`src/rtl/lbd_pkg.sv`:
```
/*
  Shared constants and types for the three-channel LED blink and breathe driver.
  Assumes a single 40 MHz system clock; the 32.768 kHz slow clock arrives as a
  plain input that is already synchronous to it.
*/
`default_nettype none

package lbd_pkg;

  // Register map, byte offsets within one channel and channel spacing.
  localparam logic [8:0] CTRL_OFS = 9'h000;
  localparam logic [8:0] RATE_OFS = 9'h004;
  localparam logic [8:0] INST_STRIDE = 9'h080;
  localparam int NUM_INST = 3;

  // Field positions.
  localparam int MODE_LSB = 0;
  localparam int SYNC_BIT = 2;
  localparam int DUTY_LSB = 0;
  localparam int DIV_LSB = 16;

  // Values after reset.
  localparam logic [2:0] CTRL_RST = 3'h0;
  localparam logic [11:0] DIV_RST = 12'h000;
  localparam logic [7:0] DUTY_RST = 8'h00;

  // Phase counter limits.
  localparam logic [7:0] PHASE_LAST = 8'hFF;
  localparam logic [7:0] DUTY_FULL = 8'hFF;
  localparam logic [7:0] DUTY_NONE = 8'h00;

  // Time for a register write to reach the outputs.
  localparam int SYS_CLK_MHZ = 40;
  localparam int WRITE_EFFECT_US = 30;
  localparam int WRITE_EFFECT_CYC = WRITE_EFFECT_US * SYS_CLK_MHZ;

  typedef enum logic [1:0] {
    MODE_OFF = 2'h0,
    MODE_BLINK = 2'h1,
    MODE_BREATHE = 2'h2,
    MODE_ON = 2'h3
  } lbd_mode_t;

  typedef struct packed {
    logic slow_q;
    logic [2:0][2:0] ctrl;
    logic [2:0][11:0] div;
    logic [2:0][7:0] duty;
    logic [2:0][11:0] presc;
    logic [2:0][7:0] phase;
    logic [2:0][7:0] eff;
    logic [2:0] down;
    logic [2:0] led;
    logic [31:0] rdata;
  } lbd_state_t;

endpackage

`default_nettype wire

```
`src/rtl/lbd_led_driver.sv`:
```
/*
  Three-channel LED driver: off, on, blink at a programmed duty, or breathe.
  Assumes the register port is a simple word-wide strobe port in the system
  clock domain and that the slow clock input is synchronous to SYS_CLK.
*/
// Overview of operation
// - Each blink period has 256 phases from an 8-bit counter on prescaled ticks.
// - Prescale zero uses every slow tick; value N divides the slow clock by N+1.
// - Constant off or on stops that channel's prescaler and counters.
// - Blink: output on for phases below duty, off for phases above it.
// - Blink: duty zero is always off, duty all ones is always on.
// - Breathe: effective duty rises by one each period up to all ones.
// - Then it falls by one each period to the programmed minimum, and repeats.
// - Control bits 1:0 select off, blink, breathe, on for values 0 to 3.
// - While any channel's realign bit is one, every counter holds its start value.
// - Counting resumes only when all realign bits are zero.
// - A register write reaches the output within 30 microseconds.
// - Rate register: prescale in bits 27:16, duty in 7:0, other bits read zero.
// - Three channels, register sets at base, base plus 80h and base plus 100h.
// - Counters run on the system clock and step on slow clock ticks; the register port only accesses registers.
// - The block raises no interrupt request.
`timescale 1ns/10ps
`default_nettype none

module lbd_led_driver (
  // Clock and reset.
  input wire logic SYS_CLK,
  input wire logic SRST,
  // Slow crystal clock, sampled as a level.
  input wire logic SLOW_CRYSTAL_CLOCK,
  // Register port.
  input wire logic [8:0] BUS_ADDR,
  input wire logic BUS_WR,
  input wire logic BUS_RD,
  input wire logic [3:0] BUS_BE,
  input wire logic [31:0] BUS_WDATA,
  output logic [31:0] BUS_RDATA,
  // LED drives; there is no request line towards the controller.
  output logic [2:0] LED_OUT
);

  localparam int WR_LAT_MAX = 2;

  lbd_pkg::lbd_state_t s_r;
  lbd_pkg::lbd_state_t s_nxt;
  logic any_sync;
  logic tick;
  logic step;
  logic [31:0] rd;
  lbd_pkg::lbd_mode_t mode;

  function automatic logic reg_hit(input logic [8:0] a, input logic [1:0] inst,
                                   input logic [8:0] ofs);
    reg_hit = (a == 9'(lbd_pkg::INST_STRIDE * inst + ofs));
  endfunction

  always_comb begin
    s_nxt = s_r;
    any_sync = 1'b0;
    tick = 1'b0;
    step = 1'b0;
    rd = 32'h00000000;
    mode = lbd_pkg::MODE_OFF;
    // The slow clock is only sampled; its rising edge is a one-cycle tick.
    s_nxt.slow_q = SLOW_CRYSTAL_CLOCK;
    tick = SLOW_CRYSTAL_CLOCK & ~s_r.slow_q;
    for (int i = 0; i < lbd_pkg::NUM_INST; i++) begin
      any_sync = any_sync | s_r.ctrl[i][lbd_pkg::SYNC_BIT];
    end
    for (int i = 0; i < lbd_pkg::NUM_INST; i++) begin
      // A whole field is taken in one edge when all of its byte lanes are enabled, so the counters never see half of it.
      if (BUS_WR && BUS_BE[0] && reg_hit(BUS_ADDR, 2'(i), lbd_pkg::CTRL_OFS)) begin
        s_nxt.ctrl[i] = BUS_WDATA[2:0];
      end
      if (BUS_WR && reg_hit(BUS_ADDR, 2'(i), lbd_pkg::RATE_OFS)) begin
        if (BUS_BE[0]) begin
          s_nxt.duty[i] = BUS_WDATA[7:0];
        end
        if (BUS_BE[2]) begin
          s_nxt.div[i][7:0] = BUS_WDATA[23:16];
        end
        if (BUS_BE[3]) begin
          s_nxt.div[i][11:8] = BUS_WDATA[27:24];
        end
      end
      if (reg_hit(BUS_ADDR, 2'(i), lbd_pkg::CTRL_OFS)) begin
        rd = {29'h00000000, s_r.ctrl[i]};
      end
      if (reg_hit(BUS_ADDR, 2'(i), lbd_pkg::RATE_OFS)) begin
        rd = {4'h0, s_r.div[i], 8'h00, s_r.duty[i]};
      end

      mode = lbd_pkg::lbd_mode_t'(s_r.ctrl[i][1:0]);
      step = tick && (s_r.presc[i] >= s_r.div[i]);
      if (mode == lbd_pkg::MODE_OFF || mode == lbd_pkg::MODE_ON || any_sync) begin
        // Idle channels keep their counters parked, which also saves power.
        s_nxt.presc[i] = 12'h000;
        s_nxt.phase[i] = 8'h00;
        s_nxt.eff[i] = s_r.duty[i];
        s_nxt.down[i] = 1'b0;
      end else if (tick) begin
        if (step) begin
          s_nxt.presc[i] = 12'h000;
          s_nxt.phase[i] = s_r.phase[i] + 8'h01;
        end else begin
          s_nxt.presc[i] = s_r.presc[i] + 12'h001;
        end
        if (step && s_r.phase[i] == lbd_pkg::PHASE_LAST) begin
          if (!s_r.down[i]) begin
            if (s_r.eff[i] != lbd_pkg::DUTY_FULL) begin
              s_nxt.eff[i] = s_r.eff[i] + 8'h01;
            end
            // A minimum of all ones leaves nothing to fall back to.
            if ((s_r.eff[i] + 8'h01 == lbd_pkg::DUTY_FULL ||
                 s_r.eff[i] == lbd_pkg::DUTY_FULL) && s_r.duty[i] != lbd_pkg::DUTY_FULL) begin
              s_nxt.down[i] = 1'b1;
            end
          end else begin
            if (s_r.eff[i] > s_r.duty[i]) begin
              s_nxt.eff[i] = s_r.eff[i] - 8'h01;
            end
            if (s_r.eff[i] <= s_r.duty[i] + 8'h01) begin
              s_nxt.down[i] = 1'b0;
            end
          end
        end
      end

      // The output follows registers every system cycle, far inside the allowed latency.
      case (mode)
        lbd_pkg::MODE_OFF: begin
          s_nxt.led[i] = 1'b0;
        end
        lbd_pkg::MODE_ON: begin
          s_nxt.led[i] = 1'b1;
        end
        lbd_pkg::MODE_BLINK: begin
          s_nxt.led[i] = (s_r.duty[i] == lbd_pkg::DUTY_FULL) ||
                         (s_r.phase[i] < s_r.duty[i]);
        end
        lbd_pkg::MODE_BREATHE: begin
          s_nxt.led[i] = (s_r.eff[i] == lbd_pkg::DUTY_FULL) ||
                         (s_r.phase[i] < s_r.eff[i]);
        end
        default: begin
          s_nxt.led[i] = 1'b0;
        end
      endcase
    end
    s_nxt.rdata = BUS_RD ? rd : 32'h00000000;
  end

  always_ff @(posedge SYS_CLK) begin
    if (SRST) begin
      s_r <= '0;
      for (int i = 0; i < lbd_pkg::NUM_INST; i++) begin
        s_r.ctrl[i] <= lbd_pkg::CTRL_RST;
        s_r.div[i] <= lbd_pkg::DIV_RST;
        s_r.duty[i] <= lbd_pkg::DUTY_RST;
      end
    end else begin
      s_r <= s_nxt;
    end
  end

  assign BUS_RDATA = s_r.rdata;
  assign LED_OUT = s_r.led;

  // Checks on channel 0, plus realign and register checks on channels 1 and 2; the three channels share one body of logic.
  logic run0;
  logic step0;
  assign run0 = (s_r.ctrl[0][1:0] == 2'h1 || s_r.ctrl[0][1:0] == 2'h2) && !any_sync;
  assign step0 = run0 && tick && (s_r.presc[0] >= s_r.div[0]);

  AST_OFF_DARK: assert property (@(posedge SYS_CLK) disable iff (SRST)
    (s_r.ctrl[0][1:0] == 2'h0) |=> !LED_OUT[0])
    else $error("Channel 0 lit while set to off.");

  AST_STATIC_PARK: assert property (@(posedge SYS_CLK) disable iff (SRST)
    (s_r.ctrl[0][1:0] == 2'h3) |=> (s_r.presc[0] == 12'h000 && s_r.phase[0] == 8'h00))
    else $error("Counters of a constant-on channel still running.");

  AST_SYNC_HOLD: assert property (@(posedge SYS_CLK) disable iff (SRST)
    any_sync |=> (s_r.phase == '0 && s_r.presc == '0))
    else $error("Counters moved while realign is set.");

  AST_PHASE_STEP: assert property (@(posedge SYS_CLK) disable iff (SRST)
    step0 |=> (s_r.phase[0] == $past(s_r.phase[0]) + 8'h01))
    else $error("Phase did not advance on a prescaled tick.");

  AST_PRESC_WAIT: assert property (@(posedge SYS_CLK) disable iff (SRST)
    (run0 && tick && s_r.presc[0] < s_r.div[0]) |=> $stable(s_r.phase[0]))
    else $error("Phase advanced before the prescaler expired.");

  AST_BLINK_CMP: assert property (@(posedge SYS_CLK) disable iff (SRST)
    (s_r.ctrl[0][1:0] == 2'h1 && s_r.duty[0] != 8'hFF)
    |=> (LED_OUT[0] == ($past(s_r.phase[0]) < $past(s_r.duty[0]))))
    else $error("Blink output disagrees with phase against duty.");

  AST_DUTY_ZERO: assert property (@(posedge SYS_CLK) disable iff (SRST)
    (s_r.ctrl[0][1:0] == 2'h1 && s_r.duty[0] == 8'h00) [*2] |-> !LED_OUT[0])
    else $error("Blink with zero duty produced light.");

  AST_BREATHE_UP: assert property (@(posedge SYS_CLK) disable iff (SRST)
    (step0 && s_r.ctrl[0][1:0] == 2'h2 && s_r.phase[0] == 8'hFF && !s_r.down[0] &&
     s_r.eff[0] != 8'hFF) |=> (s_r.eff[0] == $past(s_r.eff[0]) + 8'h01))
    else $error("Breathe duty did not rise at the period end.");

  AST_BREATHE_FLOOR: assert property (@(posedge SYS_CLK) disable iff (SRST)
    (step0 && s_r.ctrl[0][1:0] == 2'h2 && s_r.phase[0] == 8'hFF && s_r.down[0] &&
     s_r.eff[0] > s_r.duty[0]) |=> (s_r.eff[0] == $past(s_r.eff[0]) - 8'h01))
    else $error("Breathe duty did not fall at the period end.");

  AST_WRITE_EFFECT: assert property (@(posedge SYS_CLK) disable iff (SRST)
    (BUS_WR && BUS_BE[0] && BUS_ADDR == 9'h000 && BUS_WDATA[1:0] == 2'h3)
    |-> ##[1:WR_LAT_MAX] LED_OUT[0])
    else $error("Constant-on write did not reach the output in time.");

  AST_RSV_ZERO: assert property (@(posedge SYS_CLK) disable iff (SRST)
    (BUS_RD && BUS_ADDR == 9'h004) |=> (BUS_RDATA[31:28] == 4'h0 && BUS_RDATA[15:8] == 8'h00))
    else $error("Reserved rate bits read nonzero.");

  AST_ON_LIT: assert property (@(posedge SYS_CLK) disable iff (SRST)
    (s_r.ctrl[0][1:0] == 2'h3) |=> LED_OUT[0])
    else $error("Channel 0 dark while set to constant on.");

  AST_DUTY_FULL: assert property (@(posedge SYS_CLK) disable iff (SRST)
    (s_r.ctrl[0][1:0] == 2'h1 && s_r.duty[0] == 8'hFF) [*2] |-> LED_OUT[0])
    else $error("Blink with full duty went dark.");

  AST_BREATHE_CMP: assert property (@(posedge SYS_CLK) disable iff (SRST)
    (s_r.ctrl[0][1:0] == 2'h2 && s_r.eff[0] != 8'hFF)
    |=> (LED_OUT[0] == ($past(s_r.phase[0]) < $past(s_r.eff[0]))))
    else $error("Breathe output disagrees with phase against effective duty.");

  AST_OFF_PARK: assert property (@(posedge SYS_CLK) disable iff (SRST)
    (s_r.ctrl[0][1:0] == 2'h0) |=> (s_r.presc[0] == 12'h000 && s_r.phase[0] == 8'h00))
    else $error("Counters of a constant-off channel still running.");

  // Realign is also checked from the raw bits, so a wrong any_sync cannot excuse itself.
  AST_SYNC_ALL: assert property (@(posedge SYS_CLK) disable iff (SRST)
    (s_r.ctrl[0][2] || s_r.ctrl[1][2] || s_r.ctrl[2][2])
    |=> (s_r.phase == '0 && s_r.presc == '0))
    else $error("A realign bit failed to hold every counter.");

  AST_SYNC_EFF: assert property (@(posedge SYS_CLK) disable iff (SRST)
    (s_r.ctrl[0][2] || s_r.ctrl[1][2] || s_r.ctrl[2][2])
    |=> (s_r.eff == $past(s_r.duty) && s_r.down == 3'h0))
    else $error("Breathe state left its start value during realign.");

  AST_RESUME: assert property (@(posedge SYS_CLK) disable iff (SRST)
    (s_r.ctrl[0][1:0] == 2'h1 && s_r.ctrl[0][2] == 1'b0 && s_r.ctrl[1][2] == 1'b0 &&
     s_r.ctrl[2][2] == 1'b0 && tick && s_r.presc[0] >= s_r.div[0])
    |=> (s_r.phase[0] == $past(s_r.phase[0]) + 8'h01))
    else $error("Blink phase stalled with every realign bit clear.");

  AST_IDLE_HOLD: assert property (@(posedge SYS_CLK) disable iff (SRST)
    (run0 && !tick) |=> ($stable(s_r.phase[0]) && $stable(s_r.presc[0])))
    else $error("Counters moved without a slow clock tick.");

  AST_STEP_CLEAR: assert property (@(posedge SYS_CLK) disable iff (SRST)
    step0 |=> (s_r.presc[0] == 12'h000))
    else $error("Prescaler not cleared when the phase advanced.");

  AST_PRESC_COUNT: assert property (@(posedge SYS_CLK) disable iff (SRST)
    (run0 && tick && s_r.presc[0] < s_r.div[0]) |=> (s_r.presc[0] == $past(s_r.presc[0]) + 12'h001))
    else $error("Prescaler did not count a slow clock tick.");

  // Address checks decode from the bus itself, so a broken decoder cannot hide behind reg_hit.
  AST_CH1_SELECT: assert property (@(posedge SYS_CLK) disable iff (SRST)
    (BUS_WR && BUS_BE[0] && BUS_ADDR == 9'h080) |=> (s_r.ctrl[1] == $past(BUS_WDATA[2:0])))
    else $error("Channel 1 control write did not land.");

  AST_CH2_SELECT: assert property (@(posedge SYS_CLK) disable iff (SRST)
    (BUS_WR && BUS_BE[0] && BUS_ADDR == 9'h100) |=> (s_r.ctrl[2] == $past(BUS_WDATA[2:0])))
    else $error("Channel 2 control write did not land.");

  AST_RATE_LOAD: assert property (@(posedge SYS_CLK) disable iff (SRST)
    (BUS_WR && BUS_BE == 4'hF && BUS_ADDR == 9'h004)
    |=> (s_r.duty[0] == $past(BUS_WDATA[7:0]) && s_r.div[0] == $past(BUS_WDATA[27:16])))
    else $error("Rate fields of channel 0 not loaded from the write.");

  AST_RATE_LANE: assert property (@(posedge SYS_CLK) disable iff (SRST)
    (BUS_WR && BUS_BE == 4'h1 && BUS_ADDR == 9'h104) |=> $stable(s_r.div[2]))
    else $error("Prescale changed by a write without its byte lanes.");

  AST_RDATA_IDLE: assert property (@(posedge SYS_CLK) disable iff (SRST)
    !BUS_RD |=> (BUS_RDATA == 32'h00000000))
    else $error("Read data not zero outside a read.");

  AST_CTRL_RSV: assert property (@(posedge SYS_CLK) disable iff (SRST)
    (BUS_RD && BUS_ADDR == 9'h000) |=> (BUS_RDATA[31:3] == 29'h0000000))
    else $error("Reserved control bits read nonzero.");

  COV_BLINK_TOGGLE: cover property (@(posedge SYS_CLK) disable iff (SRST)
    (s_r.ctrl[0][1:0] == 2'h1) && $rose(LED_OUT[0]));
  COV_BREATHE_TURN: cover property (@(posedge SYS_CLK) disable iff (SRST)
    $rose(s_r.down[0]));
  COV_BREATHE_FLOOR: cover property (@(posedge SYS_CLK) disable iff (SRST)
    $fell(s_r.down[0]));
  COV_REALIGN: cover property (@(posedge SYS_CLK) disable iff (SRST)
    $fell(any_sync));

endmodule

`default_nettype wire

```
`config.mk`:
```
export PLATFORM = sky130hd
export DESIGN_NAME = lbd_led_driver
export DESIGN_NICKNAME = d
export VERILOG_FILES = /design/src/rtl/lbd_pkg.sv /design/src/rtl/lbd_led_driver.sv
export SDC_FILE = /design/constraint.sdc
export NUM_CORES = 1
export LEC_CHECK = 0
export BUFFER_PORTS_ARGS = -buffer_cell sky130_fd_sc_hd__buf_2
export CORE_MARGIN = 3
export CORE_UTILIZATION = 65
export CTS_CLUSTER_SIZE = 30
export DETAILED_ROUTE_END_ITERATION = 10
export PLACE_DENSITY = 0.9
export REMOVE_ABC_BUFFERS = 1
export SYNTH_ARGS = -nofsm -noshare
export SYNTH_HDL_FRONTEND = slang
export SYNTH_SLANG_ARGS = --single-unit
```
`constraint.sdc`:
```
create_clock -name SYS_CLK -period 3.95 [get_ports SYS_CLK]
set_input_delay 0.79 -clock SYS_CLK [delete_from_list [all_inputs] [get_ports SYS_CLK]]
set_output_delay 0.79 -clock SYS_CLK [all_outputs]
set_load 0.1 [all_outputs]
```
== Yosys cells after proc, flatten, opt, wreduce, memory -nomap -nowiden ==
Index checks and enable logic that the tools add are counted.

* Register bits after elaboration: 192
* Latch bits: 0
* Memory bits (writable): 0
* Memory bits (read-only): 0
* Input bits: 50
* Output and inout bits: 35
* Word-level logic and storage cells: 204
* Memories kept: 0

* Add/sub/neg operators: 15
* Multiply operators: 0
* Divide/modulo/power cells: 0
* Magnitude comparators: 15
* Equality and inequality tests: 35
* Shift operators: 0
* Mux-type cells: 39
* Bitwise gates (word level): 5
* Reductions and logical operators: 67

{| class="wikitable"
|+ Operators by type and width
! kind !! count
|-
| $mux W8 || 18
|-
| $mux W28 || 5
|-
| $eq A8 B8 Y1 const B || 12
|-
| $add A8 B1 Y8 const B || 9
|-
| $lt A8 B8 Y1 || 6
|-
| $ne A8 B8 Y1 const B || 6
|-
| $add A12 B1 Y12 const B || 3
|-
| $ge A12 B12 Y1 || 3
|-
| $mux W12 || 3
|-
| $reduce_and A2 Y1 || 15
|-
| $gt A8 B8 Y1 || 3
|-
| $le A8 B8 Y1 || 3
|-
| $sub A8 B1 Y8 const B || 3
|-
| $eq A9 B8 Y1 const B || 2
|-
| $eq A9 B9 Y1 const B || 2
|-
| $logic_and A1 B1 Y1 || 16
|-
| $logic_or A1 B1 Y1 || 15
|-
| $eq A2 B2 Y1 const B || 6
|-
| $pmux W1 S4 || 3
|-
| $reduce_and A4 Y1 || 3
|-
| $reduce_bool A2 Y1 || 6
|-
| $eq A9 B3 Y1 const B || 1
|-
| $logic_not A9 Y1 || 1
|-
| $mux W1 || 9
|-
| other kinds (10) || 23
|}

== Logic depth before layout (Yosys ltp) ==
* Depth after elaboration: 7
* Depth in mapped cells: 11
* Gate-level depth less buffers: 11

== Worst setup path after synthesis ==
No wires, ideal clock.

* Kind: input port to flip-flop
* Start: input SLOW_CRYSTAL_CLOCK
* End: register s_r[56] (netlist name)
* Setup time: 91 ps
* Arrival: 2393 ps
* Data required time: 3859 ps
* Path slack: 1466 ps
* Stages on the path: 6
* Buffers on the path: 0
* Cell sequence: nand2b_4 -> or4_4 -> o22ai_4 -> nand4_4 -> or3_1 -> a311oi_1

* Word-level cells in the longest chain between the ends: 5
* Elaborated cells on any way between the ends: 6
* Those cells by class: bitwise: 1; reduce/logical: 5

{| class="wikitable"
|+ RTL lines
! element !! line !! source
|-
| start: declaration || lbd_led_driver.sv:30 || <nowiki>input wire logic SLOW_CRYSTAL_CLOCK,</nowiki>
|-
| $and A1 B1 Y1 * || lbd_led_driver.sv:66 || <nowiki>tick = SLOW_CRYSTAL_CLOCK & ~s_r.slow_q;</nowiki>
|-
| $logic_and A1 B1 Y1 || lbd_led_driver.sv:94 || <nowiki>step = tick && (s_r.presc[i] >= s_r.div[i]);</nowiki>
|-
| $logic_and A1 B1 Y1 || lbd_led_driver.sv:108 || <nowiki>if (step && s_r.phase[i] == lbd_pkg::PHASE_LAST) begin</nowiki>
|-
| $reduce_bool A2 Y1 (no source line) || - ||
|-
| $reduce_and A4 Y1 (no source line) * || - ||
|-
| end signal: assignment || lbd_led_driver.sv:162 || <nowiki>s_r <= s_nxt;</nowiki>
|-
| end: declaration || lbd_led_driver.sv:44 || <nowiki>lbd_pkg::lbd_state_t s_r;</nowiki>
|}

Mark *: on every way between the ends. The rest lies on a longest branch, timed or not.
A chain may end at the register's enable or synchronous reset.

== Worst setup path in the final report ==
* Start: register s_r[180] (netlist name)
* End: register s_r[60] (netlist name)

* Word-level cells in the longest chain between the ends: 5

{| class="wikitable"
|+ RTL lines
! element !! line
|-
| $ge A12 B12 Y1 || lbd_led_driver.sv:94
|-
| $logic_and A1 B1 Y1 || lbd_led_driver.sv:94
|-
| $logic_and A1 B1 Y1 || lbd_led_driver.sv:108
|-
| $reduce_bool A2 Y1 (no source line) || -
|-
| $reduce_and A4 Y1 (no source line) || -
|}

No other way between the ends.

==> impl_metrics.toml <==
[cts]
numCtsBuffers = 17
cts_tree = "built"
clock_path_buffers = 2
cts_root_buffer = "clkbuf_16"
clock_sinks = 180
path_clk_slew_ns = 0.08
worstSkewPairLatency_ns = 0.46
cts_max_level = 4
cts_setup_buffers = 0
ctsResizeCount = 0
cts_hold_buf = 0

[synthesis]
yosysWarningCount = 0
yosys-top-cells-area = "dfxtp_1 30%, ha_1 16%, nor2_1 5.7%"
ys_seq_area_share_pct = 30.3
netlist.area_leader.share_pct = 30.3
synth-edff-count = 0
ys_ff_latch = 180
synth.distinct_cells = 72
async_reset_ff_share_pct = 0
synth_common_cells = "180 x dfxtp_1, 180 x nor2_1, 156 x ha_1, 110 x inv_1, 110 x nand2_1"
post-synth-top-area-cell = "dfxtp_1"
syn_avg_cell_area_um2 = 8.25
synthFlopType = "dfxtp_1"
syn-cell-area_mm2 = 0.0119
synthCells = 1443

[floorplan]
core_mm2 = 0.0176
die_h_um = 141
die_w_um = 141
die-area_mm2 = 0.0200
io-pin-count = 85
initial_utilization_pct = 67.6
rows = 48

[timing]
fin_skew_ns = 0.0112
relSlewSlack_pct = 42.8
post-route-period-util_pct = 75.3
finalSetupTns_ns = 0
report.final.slew_viol_count = 0
fmax_mhz = 336
whs_ns = 0.479
setup_ws_ns = 0.974
finalCriticalPeriod_ns = 2.98
finalHoldViolCount = 0
worst_slew_pin_slew_ns = 0.847
rsz0062_at_grt = "no"
final-setup-viol-count = 0

[setup_path]
cp.required_ns = 4.32
reg2regPathDepth = 8
arrival_ns = 3.34
regToRegSetupSlack_ns = 0.97
crit_type = "register to register"
critPathLaunchType = "register"
crit_fanout = 13
critPathCaptureType = "register"

[route]
drt-wirelength-per-cell_um = 18.7
drt_iter0_markers = 1172
via_count = 10864
drc_errors = 0
antenna_left = 0
via_per_inst = 6.39
routed_wl_mm = 31.7
drtPass1Iterations = 7

[job]
drv_cap = 0

[pwr]
comb_power_share_pct = 4.2
peakVddDrop_v = 0.000339
power_switching_share_pct = 26.4
power_density_mw_per_mm2 = 295
p_clk_share_pct = 47.7
power.switching_uw = 996
sequentialPowerShare_pct = 48.1
fin_total_pwr_mw = 3.77
internal_power_mw = 2.78
p_leak_nw = 5.11

[place]
portBuffers = 59
gp_congestion = 0.954
post-place-ws_ns = 0.847
hpwl_mm = 22.1
placed_cells = 1667

[global_routing]
grt_usage_pct = 31.6
first_global_vias = 10506
grt_pass1_wl_mm = 51.5
grt_start_max_net_pins = 50
antenna_found_initial = 0
overflow = 0

[layout]
drive_above_1_share_pct = 8.55
instances_no_fill = 1699
nNetsFinal = 1667
area.growth.synth_to_final_pct = 7.55
fillers = 1247
diodes = 0

[worst_hold_path]
hold_class = "register to register"
worst_hold_path.num_cells = 2

[status]
status = "complete, no violations"
cells by family after synthesis:
logic type | share of synthesized area [%]
adders and majority gates | 16.4
and+or+nand+nor | 20.8
other | 0.0315
xor gates and xnor gates | 6.26
buffers and inverters | 7.35
DFF | 30.3
AOI/OAI and AO/OA | 13.8
muxes | 5.00
per-stage QoR:
stage | util (%) | cell area, µm²
floorplan | - | 11500
detailed placement | 69.2 | 12200
finish | 72.7 | 12800
global placement | 69.2 | 12200
CTS | 72.7 | 12800
global route | 72.7 | 12800
layout by cell type (no fill, tap or decap), types with 54 or more instances in the layout:
| cell type | instances |
|---|---|
| dfxtp_1 | 180 |
| inv_1 | 110 |
| xnor2_1 | 54 |
| mux2i_1 | 55 |
| ha_1 | 156 |
| nand3_1 | 54 |
| a21oi_1 | 76 |
| nand2_1 | 110 |
| nor2_1 | 180 |
| buf_2 | 58 |
final timing paths:
check	start	to
worst min register to register	s_r[151]	s_r[151]
worst max register to register	s_r[180]	s_r[60]
worst max-delay path	s_r[180]	s_r[60]
worst min-delay path	s_r[151]	s_r[151]
critical path, stage by stage (launching register included):
cell	delay (ns)
dfxtp_1	0.36
inv_1	0.08
ha_1	0.30
nand4_1	0.17
or4_4	0.53
o22ai_4	0.46
nand4_4	0.28
or3_1	0.42
a311oi_1	0.28
final cells by class:
class	count	area [µm²]	area share [%]
sequential	180	3600	28.2
timing repair buffer	72	395	3.09
tap	225	282	2.20
clock buffer	18	439	3.43
inverter	112	420	3.28
clock inverter	14	185	1.45
multi-input combinational	1078	7470	58.4
per-layer routing:
metal,up-vias,routed length [µm],global-route usage [%]
li1,5063,-,-
met1,5081,12900,40.6
met2,603,14800,52.1
met3,117,2730,5.76
met4,0,1270,13.6
met5,-,0,0
state kept, by name, summed over array words and instances (netlist names):
name / count
mode: 2
BUS_RDATA: 20
LED_OUT: 3
s_r: 155
power groups by stage:
stage / logic [mW] / registers [mW] / clock network, mW
after CTS: 0.154 / 1.81 / 1.79
final: 0.157 / 1.81 / 1.80
after global placement: 0.151 / 1.86 / 0
after global routing: 0.164 / 1.81 / 1.87
after detailed placement: 0.152 / 1.86 / 0
after floorplan: 0.0837 / 1.86 / 0
No activity file was read; power rests on OpenSTA's default activity.
